### src/include/serial_flow_defs.svh
// constants for the serial flow control and receive interrupt block
// assumes an 8-bit register port with 4-bit word addresses
`ifndef SERIAL_FLOW_DEFS_SVH
`define SERIAL_FLOW_DEFS_SVH

// register addresses
`define ADDR_CTRL        4'h0
`define ADDR_MODE        4'h1
`define ADDR_RFC         4'h2
`define ADDR_RST         4'h3
`define ADDR_ISTAT       4'h4
`define ADDR_IMASK       4'h5

// serial_control_reg fields
`define CTRL_LVL_BIT     0
`define CTRL_HOLD_LSB    1
`define CTRL_HOLD_MSB    3
`define CTRL_EDGE_BIT    4
`define CTRL_EXTCLK_BIT  5
`define CTRL_WR_MASK     8'h3f

// serial_mode_reg0 fields
`define MODE_CTS_BIT     0
`define MODE_BUF_LSB     1
`define MODE_BUF_MSB     2
`define MODE_SIO_BIT     3

// rx_fifo_ctrl_reg fields
`define RFC_THR_LSB      0
`define RFC_THR_MSB      1
`define RFC_COND_BIT     2

// interrupt status and mask bits
`define IRQ_RX_BIT       0
`define IRQ_UR_BIT       1

// reset values
`define CTRL_RST         6'h00
`define MODE_RST         4'h0
`define RFC_RST          3'h0
`define IRQ_RST          2'h0
`define SCLK_SYNC_RST    2'h3
`define SCLK_PREV_RST    1'b1

// sizes and timing
`define FIFO_DEPTH       3'h4
`define FRAME_BITS       4'h8
`define CLK_PERIOD_NS    20
`define HOLD_STEP_NS     40
`define HOLD_STEP_CYC    ((`HOLD_STEP_NS + `CLK_PERIOD_NS - 1) / `CLK_PERIOD_NS)

`endif

### src/include/serial_flow_pkg.sv
// types shared by the serial flow control block
// assumes the constants header is included by the design files
package serial_flow_pkg;

  typedef enum logic [1:0] {
    BUF_SINGLE = 2'b00,
    BUF_DOUBLE = 2'b01,
    BUF_FIFO   = 2'b10
  } buf_cfg_t;

  typedef enum logic [1:0] {
    TXF_IDLE  = 2'b00,
    TXF_WAIT  = 2'b01,
    TXF_BUSY  = 2'b10,
    TXF_UNDER = 2'b11
  } txf_state_t;

endpackage : serial_flow_pkg

### src/include/link_sync_if.sv
// synchronised serial clock and clear-to-send, with serial clock edges
// assumes producer and consumer share i_clk_sys
`timescale 1ns/1ns
`default_nettype none

interface link_sync_if;
  logic sclk_rise;
  logic sclk_fall;
  logic cts_level;

  modport producer (
    output sclk_rise,
    output sclk_fall,
    output cts_level
  );
  modport consumer (
    input  sclk_rise,
    input  sclk_fall,
    input  cts_level
  );
endinterface : link_sync_if

`default_nettype wire

### src/rtl/serial_flow_rx_irq.sv
// serial channel flow control, under-run, last-bit hold, rx interrupts
// assumes shifters, buffers and baud logic sit outside on i_clk_sys
//
// Summary of operation
// - external-clock shift mode: empty tx at next frame clock sets under-run
// - during under-run the data pin shows the selected level
// - internal-clock shift mode never raises the under-run flag
// - external-clock shift mode stretches the last bit by the hold setting
// - clear-to-send honoured only while flow control is enabled
// - clear-to-send high lets the current frame end, holds the next
// - tx interrupt and buffer fill continue while transmission is held
// - held frame starts on first tx bit clock fall (internal clock) or active serial clock edge (external clock) after clear-to-send low
// - single buffer: no rx irq in async modes, after last edge in shift
// - double buffer empty: rx irq when a frame enters the buffer
// - double buffer both full: rx irq when read moves waiting frame in
// - no rx irq for a frame that over-runs
// - fifo, condition 0: irq when level equals threshold on push or pop
// - fifo, condition 1: irq when a pop leaves level at or above threshold
// - under-run flagged just after the selected active serial clock edge
//
// Decided for this implementation: strobed register access and the register offsets.
`timescale 1ns/1ns
`default_nettype none
`include "serial_flow_defs.svh"

module serial_flow_rx_irq (
  // clock and reset
  input  wire logic       i_clk_sys,
  input  wire logic       i_nrst,
  // register port
  input  wire logic [3:0] i_addr,
  input  wire logic [7:0] i_wdata,
  input  wire logic       i_wr,
  input  wire logic       i_rd,
  output logic      [7:0] o_rdata,
  // link pins
  input  wire logic       i_serial_clock_pin,
  input  wire logic       i_clear_to_send_in,
  output logic            o_tx_data_pin,
  // transmit side of the channel
  input  wire logic       i_tx_pending,
  input  wire logic       i_tx_bit_clk,
  input  wire logic       i_tx_shift_bit,
  input  wire logic       i_tx_frame_end,
  output logic            o_tx_start,
  // receive side of the channel
  input  wire logic       i_rx_frame_done,
  input  wire logic       i_rx_buf_read,
  output logic            o_rx_irq,
  output logic            o_rx_overrun,
  // interrupt
  output logic            o_irq
);

  ////////////////////////////////////////////////////////////////////////////
  // registers and shared wires

  logic [5:0] ctrl_reg;
  logic [3:0] mode_reg;
  logic [2:0] rfc_reg;
  logic [1:0] istat_reg;
  logic [1:0] imask_reg;
  logic       underrun_flag_reg;
  logic [2:0] level_reg;
  logic       buf_full_reg;
  logic       shift_full_reg;
  logic       armed_reg;
  logic [3:0] bit_cnt_reg;
  logic [4:0] hold_cnt_reg;
  logic       last_bit_reg;
  logic       txclk_prev_reg;
  serial_flow_pkg::txf_state_t state_reg;

  link_sync_if lnk ();

  link_sampler u_link_sampler (
    .i_clk_sys          (i_clk_sys),
    .i_nrst             (i_nrst),
    .i_serial_clock_pin (i_serial_clock_pin),
    .i_clear_to_send_in (i_clear_to_send_in),
    .lnk                (lnk.producer)
  );

  function automatic logic thr_hit(input logic [2:0] lvl,
                                   input logic [1:0] thr,
                                   input logic       ge);
    thr_hit = ge ? (lvl >= {1'b0, thr}) : (lvl == {1'b0, thr});
  endfunction : thr_hit

  serial_flow_pkg::buf_cfg_t buf_cfg;
  logic       sio_mode;
  logic       ext_clk;
  logic       active_edge;
  logic       cts_block;
  logic       txclk_fall;
  logic       start_edge;
  logic       underrun_evt;

  assign buf_cfg  = serial_flow_pkg::buf_cfg_t'(
                      mode_reg[`MODE_BUF_MSB:`MODE_BUF_LSB]);
  assign sio_mode = mode_reg[`MODE_SIO_BIT];
  assign ext_clk  = sio_mode & ctrl_reg[`CTRL_EXTCLK_BIT];
  assign active_edge = ctrl_reg[`CTRL_EDGE_BIT] ? lnk.sclk_rise
                                                : lnk.sclk_fall;
  assign cts_block  = mode_reg[`MODE_CTS_BIT] & lnk.cts_level;
  assign txclk_fall = txclk_prev_reg & ~i_tx_bit_clk;
  // peer clock paces external mode, internal bit clock paces the rest
  assign start_edge = ext_clk ? active_edge : txclk_fall;

  ////////////////////////////////////////////////////////////////////////////
  // transmit flow: clear-to-send hold and under-run

  always_ff @(posedge i_clk_sys) begin
    if (!i_nrst) begin
      txclk_prev_reg <= 1'b0;
    end else begin
      txclk_prev_reg <= i_tx_bit_clk;
    end
  end

  // the tx buffer keeps filling while held, only the start waits
  assign o_tx_start = (state_reg == serial_flow_pkg::TXF_WAIT) &
                      start_edge & ~cts_block;

  assign underrun_evt = (state_reg == serial_flow_pkg::TXF_IDLE) &
                        ext_clk & armed_reg & ~i_tx_pending &
                        active_edge;

  always_ff @(posedge i_clk_sys) begin
    if (!i_nrst) begin
      state_reg   <= serial_flow_pkg::TXF_IDLE;
      bit_cnt_reg <= 4'h0;
    end else begin
      unique case (state_reg)
        serial_flow_pkg::TXF_IDLE: begin
          if (underrun_evt) begin
            state_reg   <= serial_flow_pkg::TXF_UNDER;
            bit_cnt_reg <= 4'h1;
          end else if (i_tx_pending) begin
            state_reg <= serial_flow_pkg::TXF_WAIT;
          end
        end
        serial_flow_pkg::TXF_WAIT: begin
          if (o_tx_start) begin
            state_reg <= serial_flow_pkg::TXF_BUSY;
          end
        end
        serial_flow_pkg::TXF_BUSY: begin
          // a frame in flight always finishes, whatever the peer says
          if (i_tx_frame_end) begin
            state_reg <= serial_flow_pkg::TXF_IDLE;
          end
        end
        serial_flow_pkg::TXF_UNDER: begin
          if (!ext_clk) begin
            state_reg <= serial_flow_pkg::TXF_IDLE;
          end else if (active_edge) begin
            if (bit_cnt_reg == `FRAME_BITS) begin
              state_reg <= serial_flow_pkg::TXF_IDLE;
            end else begin
              bit_cnt_reg <= bit_cnt_reg + 4'h1;
            end
          end
        end
      endcase
    end
  end

  // armed only by a frame ending in external-clock mode
  always_ff @(posedge i_clk_sys) begin
    if (!i_nrst) begin
      armed_reg <= 1'b0;
    end else if (o_tx_start | ~ext_clk) begin
      armed_reg <= 1'b0;
    end else if (i_tx_frame_end) begin
      armed_reg <= 1'b1;
    end
  end

  // set wins over the read clear
  always_ff @(posedge i_clk_sys) begin
    if (!i_nrst) begin
      underrun_flag_reg <= 1'b0;
    end else if (underrun_evt) begin
      underrun_flag_reg <= 1'b1;
    end else if (i_rd && i_addr == `ADDR_CTRL) begin
      underrun_flag_reg <= 1'b0;
    end
  end

  // last-bit hold; the half-period bound is software's to keep
  always_ff @(posedge i_clk_sys) begin
    if (!i_nrst) begin
      hold_cnt_reg <= 5'h00;
      last_bit_reg <= 1'b1;
    end else if (i_tx_frame_end && ext_clk) begin
      hold_cnt_reg <= 5'(ctrl_reg[`CTRL_HOLD_MSB:`CTRL_HOLD_LSB] *
                         `HOLD_STEP_CYC);
      last_bit_reg <= i_tx_shift_bit;
    end else if (hold_cnt_reg != 5'h00) begin
      hold_cnt_reg <= hold_cnt_reg - 5'h01;
    end
  end

  always_ff @(posedge i_clk_sys) begin
    if (!i_nrst) begin
      o_tx_data_pin <= 1'b1;
    end else if (state_reg == serial_flow_pkg::TXF_UNDER) begin
      o_tx_data_pin <= ctrl_reg[`CTRL_LVL_BIT];
    end else if (state_reg == serial_flow_pkg::TXF_BUSY) begin
      o_tx_data_pin <= i_tx_shift_bit;
    end else if (hold_cnt_reg != 5'h00) begin
      o_tx_data_pin <= last_bit_reg;
    end else begin
      o_tx_data_pin <= 1'b1;
    end
  end

  ////////////////////////////////////////////////////////////////////////////
  // receive buffering and interrupt decision

  logic       fifo_mode;
  logic       single;
  logic       buf_leave;
  logic       buf_space;
  logic       move_sh;
  logic       direct;
  logic       to_shift;
  logic       overrun;
  logic       fifo_push;
  logic       fifo_pop;
  logic [2:0] level_next;
  logic       rx_evt;

  assign fifo_mode = (buf_cfg == serial_flow_pkg::BUF_FIFO);
  assign single    = (buf_cfg == serial_flow_pkg::BUF_SINGLE);
  assign fifo_push = fifo_mode & buf_full_reg & (level_reg < `FIFO_DEPTH);
  assign fifo_pop  = fifo_mode & i_rx_buf_read & (level_reg != 3'h0);
  assign buf_leave = fifo_mode ? fifo_push : (i_rx_buf_read & buf_full_reg);
  assign buf_space = ~buf_full_reg | buf_leave;
  assign move_sh   = shift_full_reg & buf_space;
  assign direct    = i_rx_frame_done & buf_space & ~shift_full_reg;
  assign overrun   = i_rx_frame_done & ~buf_space &
                     (single | shift_full_reg);
  assign to_shift  = i_rx_frame_done & ~direct & ~overrun;
  assign level_next = level_reg + {2'h0, fifo_push} - {2'h0, fifo_pop};

  always_comb begin
    rx_evt = 1'b0;
    unique case (buf_cfg)
      serial_flow_pkg::BUF_SINGLE: rx_evt = direct & sio_mode;
      serial_flow_pkg::BUF_DOUBLE: rx_evt = direct | move_sh;
      serial_flow_pkg::BUF_FIFO: begin
        if (rfc_reg[`RFC_COND_BIT]) begin
          rx_evt = fifo_pop &
                   thr_hit(level_next,
                           rfc_reg[`RFC_THR_MSB:`RFC_THR_LSB],
                           1'b1);
        end else begin
          rx_evt = (fifo_push | fifo_pop) &
                   thr_hit(level_next,
                           rfc_reg[`RFC_THR_MSB:`RFC_THR_LSB],
                           1'b0);
        end
      end
      default: rx_evt = 1'b0;
    endcase
  end

  // the over-running frame is dropped, and overrun masks the irq term in that cycle
  always_ff @(posedge i_clk_sys) begin
    if (!i_nrst) begin
      buf_full_reg   <= 1'b0;
      shift_full_reg <= 1'b0;
      level_reg      <= 3'h0;
      o_rx_irq       <= 1'b0;
      o_rx_overrun   <= 1'b0;
    end else begin
      buf_full_reg   <= (buf_full_reg & ~buf_leave) | move_sh | direct;
      shift_full_reg <= (shift_full_reg & ~move_sh) | to_shift;
      level_reg      <= level_next;
      o_rx_irq       <= rx_evt & ~overrun;
      o_rx_overrun   <= overrun;
    end
  end

  ////////////////////////////////////////////////////////////////////////////
  // register port and interrupt output

  always_ff @(posedge i_clk_sys) begin
    if (!i_nrst) begin
      ctrl_reg  <= `CTRL_RST;
      mode_reg  <= `MODE_RST;
      rfc_reg   <= `RFC_RST;
      imask_reg <= `IRQ_RST;
    end else if (i_wr) begin
      unique case (i_addr)
        `ADDR_CTRL:  ctrl_reg  <= i_wdata[5:0];
        `ADDR_MODE:  mode_reg  <= i_wdata[3:0];
        `ADDR_RFC:   rfc_reg   <= i_wdata[2:0];
        `ADDR_IMASK: imask_reg <= i_wdata[1:0];
        default: ;
      endcase
    end
  end

  // sticky events, write one to clear, new event wins
  always_ff @(posedge i_clk_sys) begin
    if (!i_nrst) begin
      istat_reg <= `IRQ_RST;
    end else begin
      istat_reg[`IRQ_RX_BIT] <= o_rx_irq |
        (istat_reg[`IRQ_RX_BIT] &
         ~(i_wr & (i_addr == `ADDR_ISTAT) & i_wdata[`IRQ_RX_BIT]));
      istat_reg[`IRQ_UR_BIT] <= underrun_evt |
        (istat_reg[`IRQ_UR_BIT] &
         ~(i_wr & (i_addr == `ADDR_ISTAT) & i_wdata[`IRQ_UR_BIT]));
    end
  end

  always_ff @(posedge i_clk_sys) begin
    if (!i_nrst) begin
      o_rdata <= 8'h00;
    end else if (i_rd) begin
      unique case (i_addr)
        `ADDR_CTRL:  o_rdata <= {1'b0, underrun_flag_reg, ctrl_reg};
        `ADDR_MODE:  o_rdata <= {4'h0, mode_reg};
        `ADDR_RFC:   o_rdata <= {5'h00, rfc_reg};
        `ADDR_RST:   o_rdata <= {5'h00, level_reg};
        `ADDR_ISTAT: o_rdata <= {6'h00, istat_reg};
        `ADDR_IMASK: o_rdata <= {6'h00, imask_reg};
        default:     o_rdata <= 8'h00;
      endcase
    end else begin
      o_rdata <= 8'h00;
    end
  end

  assign o_irq = |(istat_reg & imask_reg);
endmodule : serial_flow_rx_irq

`default_nettype wire

### src/rtl/link_sampler.sv
// two-flop synchronisers and edge finder for the link pins
// assumes pins are asynchronous to i_clk_sys and slower than it
`timescale 1ns/1ns
`default_nettype none
`include "serial_flow_defs.svh"

module link_sampler (
  // clock and reset
  input  wire logic       i_clk_sys,
  input  wire logic       i_nrst,
  // pins
  input  wire logic       i_serial_clock_pin,
  input  wire logic       i_clear_to_send_in,
  // synchronised view
  link_sync_if.producer   lnk
);

  logic [1:0] sclk_sync_reg;
  logic       sclk_prev_reg;
  logic [1:0] cts_sync_reg;

  // first stage feeds only the second stage
  always_ff @(posedge i_clk_sys) begin
    if (!i_nrst) begin
      // idle-high clock: no false edge once reset lets go
      sclk_sync_reg <= `SCLK_SYNC_RST;
      sclk_prev_reg <= `SCLK_PREV_RST;
      cts_sync_reg  <= 2'h0;
    end else begin
      sclk_sync_reg <= {sclk_sync_reg[0], i_serial_clock_pin};
      sclk_prev_reg <= sclk_sync_reg[1];
      cts_sync_reg  <= {cts_sync_reg[0], i_clear_to_send_in};
    end
  end

  assign lnk.sclk_rise = sclk_sync_reg[1] & ~sclk_prev_reg;
  assign lnk.sclk_fall = ~sclk_sync_reg[1] & sclk_prev_reg;
  assign lnk.cts_level = cts_sync_reg[1];

endmodule : link_sampler

`default_nettype wire

### config.mk
export PLATFORM = sky130hd
export DESIGN_NAME = serial_flow_rx_irq
export DESIGN_NICKNAME = d
export VERILOG_FILES = /design/src/include/serial_flow_pkg.sv /design/src/include/link_sync_if.sv /design/src/rtl/serial_flow_rx_irq.sv /design/src/rtl/link_sampler.sv
export VERILOG_INCLUDE_DIRS = /design/src /design/src/include
export SDC_FILE = /design/constraint.sdc
export NUM_CORES = 1
export LEC_CHECK = 0
export BUFFER_PORTS_ARGS = -buffer_cell sky130_fd_sc_hd__buf_4
export CAP_MARGIN = 0
export CORE_MARGIN = 2
export CORE_UTILIZATION = 51
export CTS_CLUSTER_DIAMETER = 100
export DETAILED_ROUTE_END_ITERATION = 10
export GPL_ROUTABILITY_DRIVEN = 0
export PLACE_DENSITY = 0.75
export SYNTH_ARGS = -nofsm -noshare
export SYNTH_HDL_FRONTEND = slang
export SYNTH_SLANG_ARGS = --single-unit
### constraint.sdc
create_clock -name i_clk_sys -period 2.9 [get_ports i_clk_sys]
set_input_delay 0.435 -clock i_clk_sys [delete_from_list [all_inputs] [get_ports i_clk_sys]]
set_output_delay 0.435 -clock i_clk_sys [all_outputs]
set_load 0.01 [all_outputs]
==> reports/results.ini <==
[power]
peakVddDrop_mv=0.234
p_per_area_nw_per_um2=495
leakagePower_nw=1.25
p_total_mw=1.50

[floorplan]
core_area_sq_um=4790
fp-row-count=25
die_area_sq_um=5590
die_h_microns=74.8
io_pins=37
die_w_microns=74.8
start_util_pct=53.4

[grt]
grtUsageTotal_pct=21.0
overflow=0
antenna_found_initial=0
grt_pass1_wl_microns=8860
grt_max_degree=26
grt_pass1_vias=1881

[timing]
finalSetupViolations=0
max_freq_ghz=0.349
post-route-min-period_ns=2.86
post-route-period-util_pct=98.7
drv_slew=0
timing.hold.ws_ns=0.300
rsz0062_at_grt=yes
hold_viol_final=0
fin_skew_ns=0.00601

[synth]
synth-seq-cells=52
yosys.area_share.simple_pct=23.3
synthArstFlopShare_pct=0
synth_fa_ha_area_share_pct=5.19
muxShareOfSynthArea_pct=9.31
synthesis.nets=313
ys_types=56
synth-seq-area-share_pct=40.8
post_synth.cell_area_avg_sq_um=9.15
syn_inst=279
netlist_area_sq_um=2550
synth_top_family_by_area=simple AND/OR/NAND/NOR gates
synth_edf_count=0
synth_xor_area_share_pct=1.57
yosys_warnings=0
synthFlopType=dfxtp_1
synth_compound_area_share_pct=15.1

[finish]
stdcell_count=382
fin_area_sq_um=3020
antenna_cells=0
largest_reg_flops=7
area_growth_pct=18.4
fin_util_pct=63.2
fin_nets=348
fillers=432
drive_above_1_share_pct=21.3

[worst_setup_path]
arrival_ns=3.09
path_max_fanout=3
cp-start-kind=flop
crit_path_end_kind=flop
critPathKind=flop to flop
cp.required_ns=3.13

[clock_tree]
clkTransAtPathRegs_ns=0.09
clk_path_buf_depth=2
cts_root_buffer=clkbuf_8
clkSinkCount=52
clock_latency_ns=0.31
htree_levels=2
tritoncts=built
cts_inserted_buffers=5

[route]
drc=0
drt-total-wl_microns=5390
drt_iter0_drc=140
postRouteAntennaNets=0
post_drt_wl_per_cell_microns=14.1
vias=2086
dr.pass1.iters=4
viasPerCell=5.46

[place]
io_buffers=33
place_area_sq_um=2850
place_hpwl_microns=3790
post-place-cells=371

[status]
status=finished, final reports clean

[hold_path]
worstHoldPathType=primary input to flop

[job]
cap_viol_max_count=0

## synthesized netlist by cell type, types with 2 or more instances
library cell | count | area share [%]
ha_1 | 9 | 4.4
inv_1 | 15 | 2.2
nand3_1 | 9 | 1.8
o21ai_0 | 5 | 0.98
clkbuf_1 | 5 | 0.74
o41ai_1 | 2 | 0.69
nand2b_1 | 4 | 0.98
nand2_1 | 20 | 2.9
a22o_1 | 2 | 0.69
dfxtp_1 | 52 | 41
nor3_1 | 4 | 0.78
mux2_2 | 4 | 1.8
nor2b_1 | 4 | 0.98
o31ai_1 | 5 | 1.5
nor4_1 | 2 | 0.49
a21oi_1 | 14 | 2.7
a211oi_1 | 3 | 0.88
nand3b_1 | 5 | 1.5
or4_1 | 3 | 0.88
o22a_1 | 2 | 0.69
or3_1 | 4 | 0.98
and3b_1 | 2 | 0.69
buf_2 | 4 | 0.78
nor2_1 | 33 | 4.9
and2_1 | 12 | 2.9
a22oi_1 | 5 | 1.5
nor3b_1 | 4 | 1.2
nand4b_1 | 2 | 0.69
mux2i_1 | 17 | 6.7
## cells by family (layout without fill, tap and decap cells)
group / Yosys count / count (layout)
buffers and inverters: 27 / 63
other: 1 / 1
XOR/XNOR: 3 / 3
AO/OA/AOI/OAI: 53 / 53
adder cells (fa/ha/maj): 10 / 10
AND/OR/NAND/NOR: 111 / 111
multiplexers: 22 / 22
flip-flops: 52 / 52
## power breakdown
part | leakage [nW] | internal [mW] | switching (mW) | total (mW)
sequential | 0.423 | 0.756 | 0.0394 | 0.795
combinational | 0.778 | 0.132 | 0.140 | 0.272
clock | 0.0445 | 0.194 | 0.236 | 0.430
total | 1.25 | 1.08 | 0.415 | 1.50
## final cells by class
class / instances / area (sq um) / share of cell area, %
tap: 67 / 83.8 / 2.77
clock inverter: 1 / 7.51 / 0.248
clock buffer: 7 / 86.3 / 2.85
multi-input combinational: 200 / 1450 / 48.0
timing repair buffer: 39 / 293 / 9.68
sequential: 52 / 1040 / 34.5
inverter: 16 / 60.1 / 1.99
## critical path, stage by stage, from the launching register on
cell and delay (ns):
dfxtp_2 0.33, nand2b_4 0.14, or3_4 0.39, ha_4 0.27
inv_2 0.04, ha_4 0.14, fa_1 0.47, ha_1 0.31
nand3b_1 0.12, nor4_2 0.25, o32ai_2 0.13, a211oi_2 0.20
## stage by stage
step                worst slack, ns  TNS [ns]
floorplan                     0.170         0
global placement             0.0702         0
detailed placement           0.0220         0
CTS                        0.000664         0
global route                -0.0887   -0.0887
finish                       0.0375         0
## what timing repair did
item,in CTS,in global routing
hold buffers,0,0
gates resized for setup,0,11
buffers inserted,0,3
endpoints found under the setup margin,0,1
## cells in the final DEF (no fill, tap or decap), types with 6 or more instances in the layout
master / instances
nand3_1: 9
inv_1: 14
and2_1: 12
ha_1: 7
buf_4: 39
nand2_1: 20
nor2_1: 33
a21oi_1: 14
dfxtp_1: 51
mux2i_1: 17
clkbuf_8: 6
## metal layers
layer	part of all wire (%)	track usage [%]
met4	1.7	7.14
met1	49	29.8
met5	0	0
met2	45	32.2
met3	4.6	4.02
## path summary, 6_finish.rpt
check | from | to | cells after the start | slack (ns)
setup / recovery | mode_reg[1]$_SDFFE_PN0P_ | o_rx_irq$_SDFF_PN0_ | 11 | 0.04
hold / removal | i_serial_clock_pin | u_link_sampler.sclk_sync_reg[0]$_SDFF_PN1_ | 2 | 0.30
setup reg to reg | mode_reg[1]$_SDFFE_PN0P_ | o_rx_irq$_SDFF_PN0_ | 11 | 0.04
hold reg to reg | u_link_sampler.sclk_sync_reg[0]$_SDFF_PN1_ | u_link_sampler.sclk_sync_reg[1]$_SDFF_PN1_ | 1 | 0.42
Power figures use the tool's default switching activity.
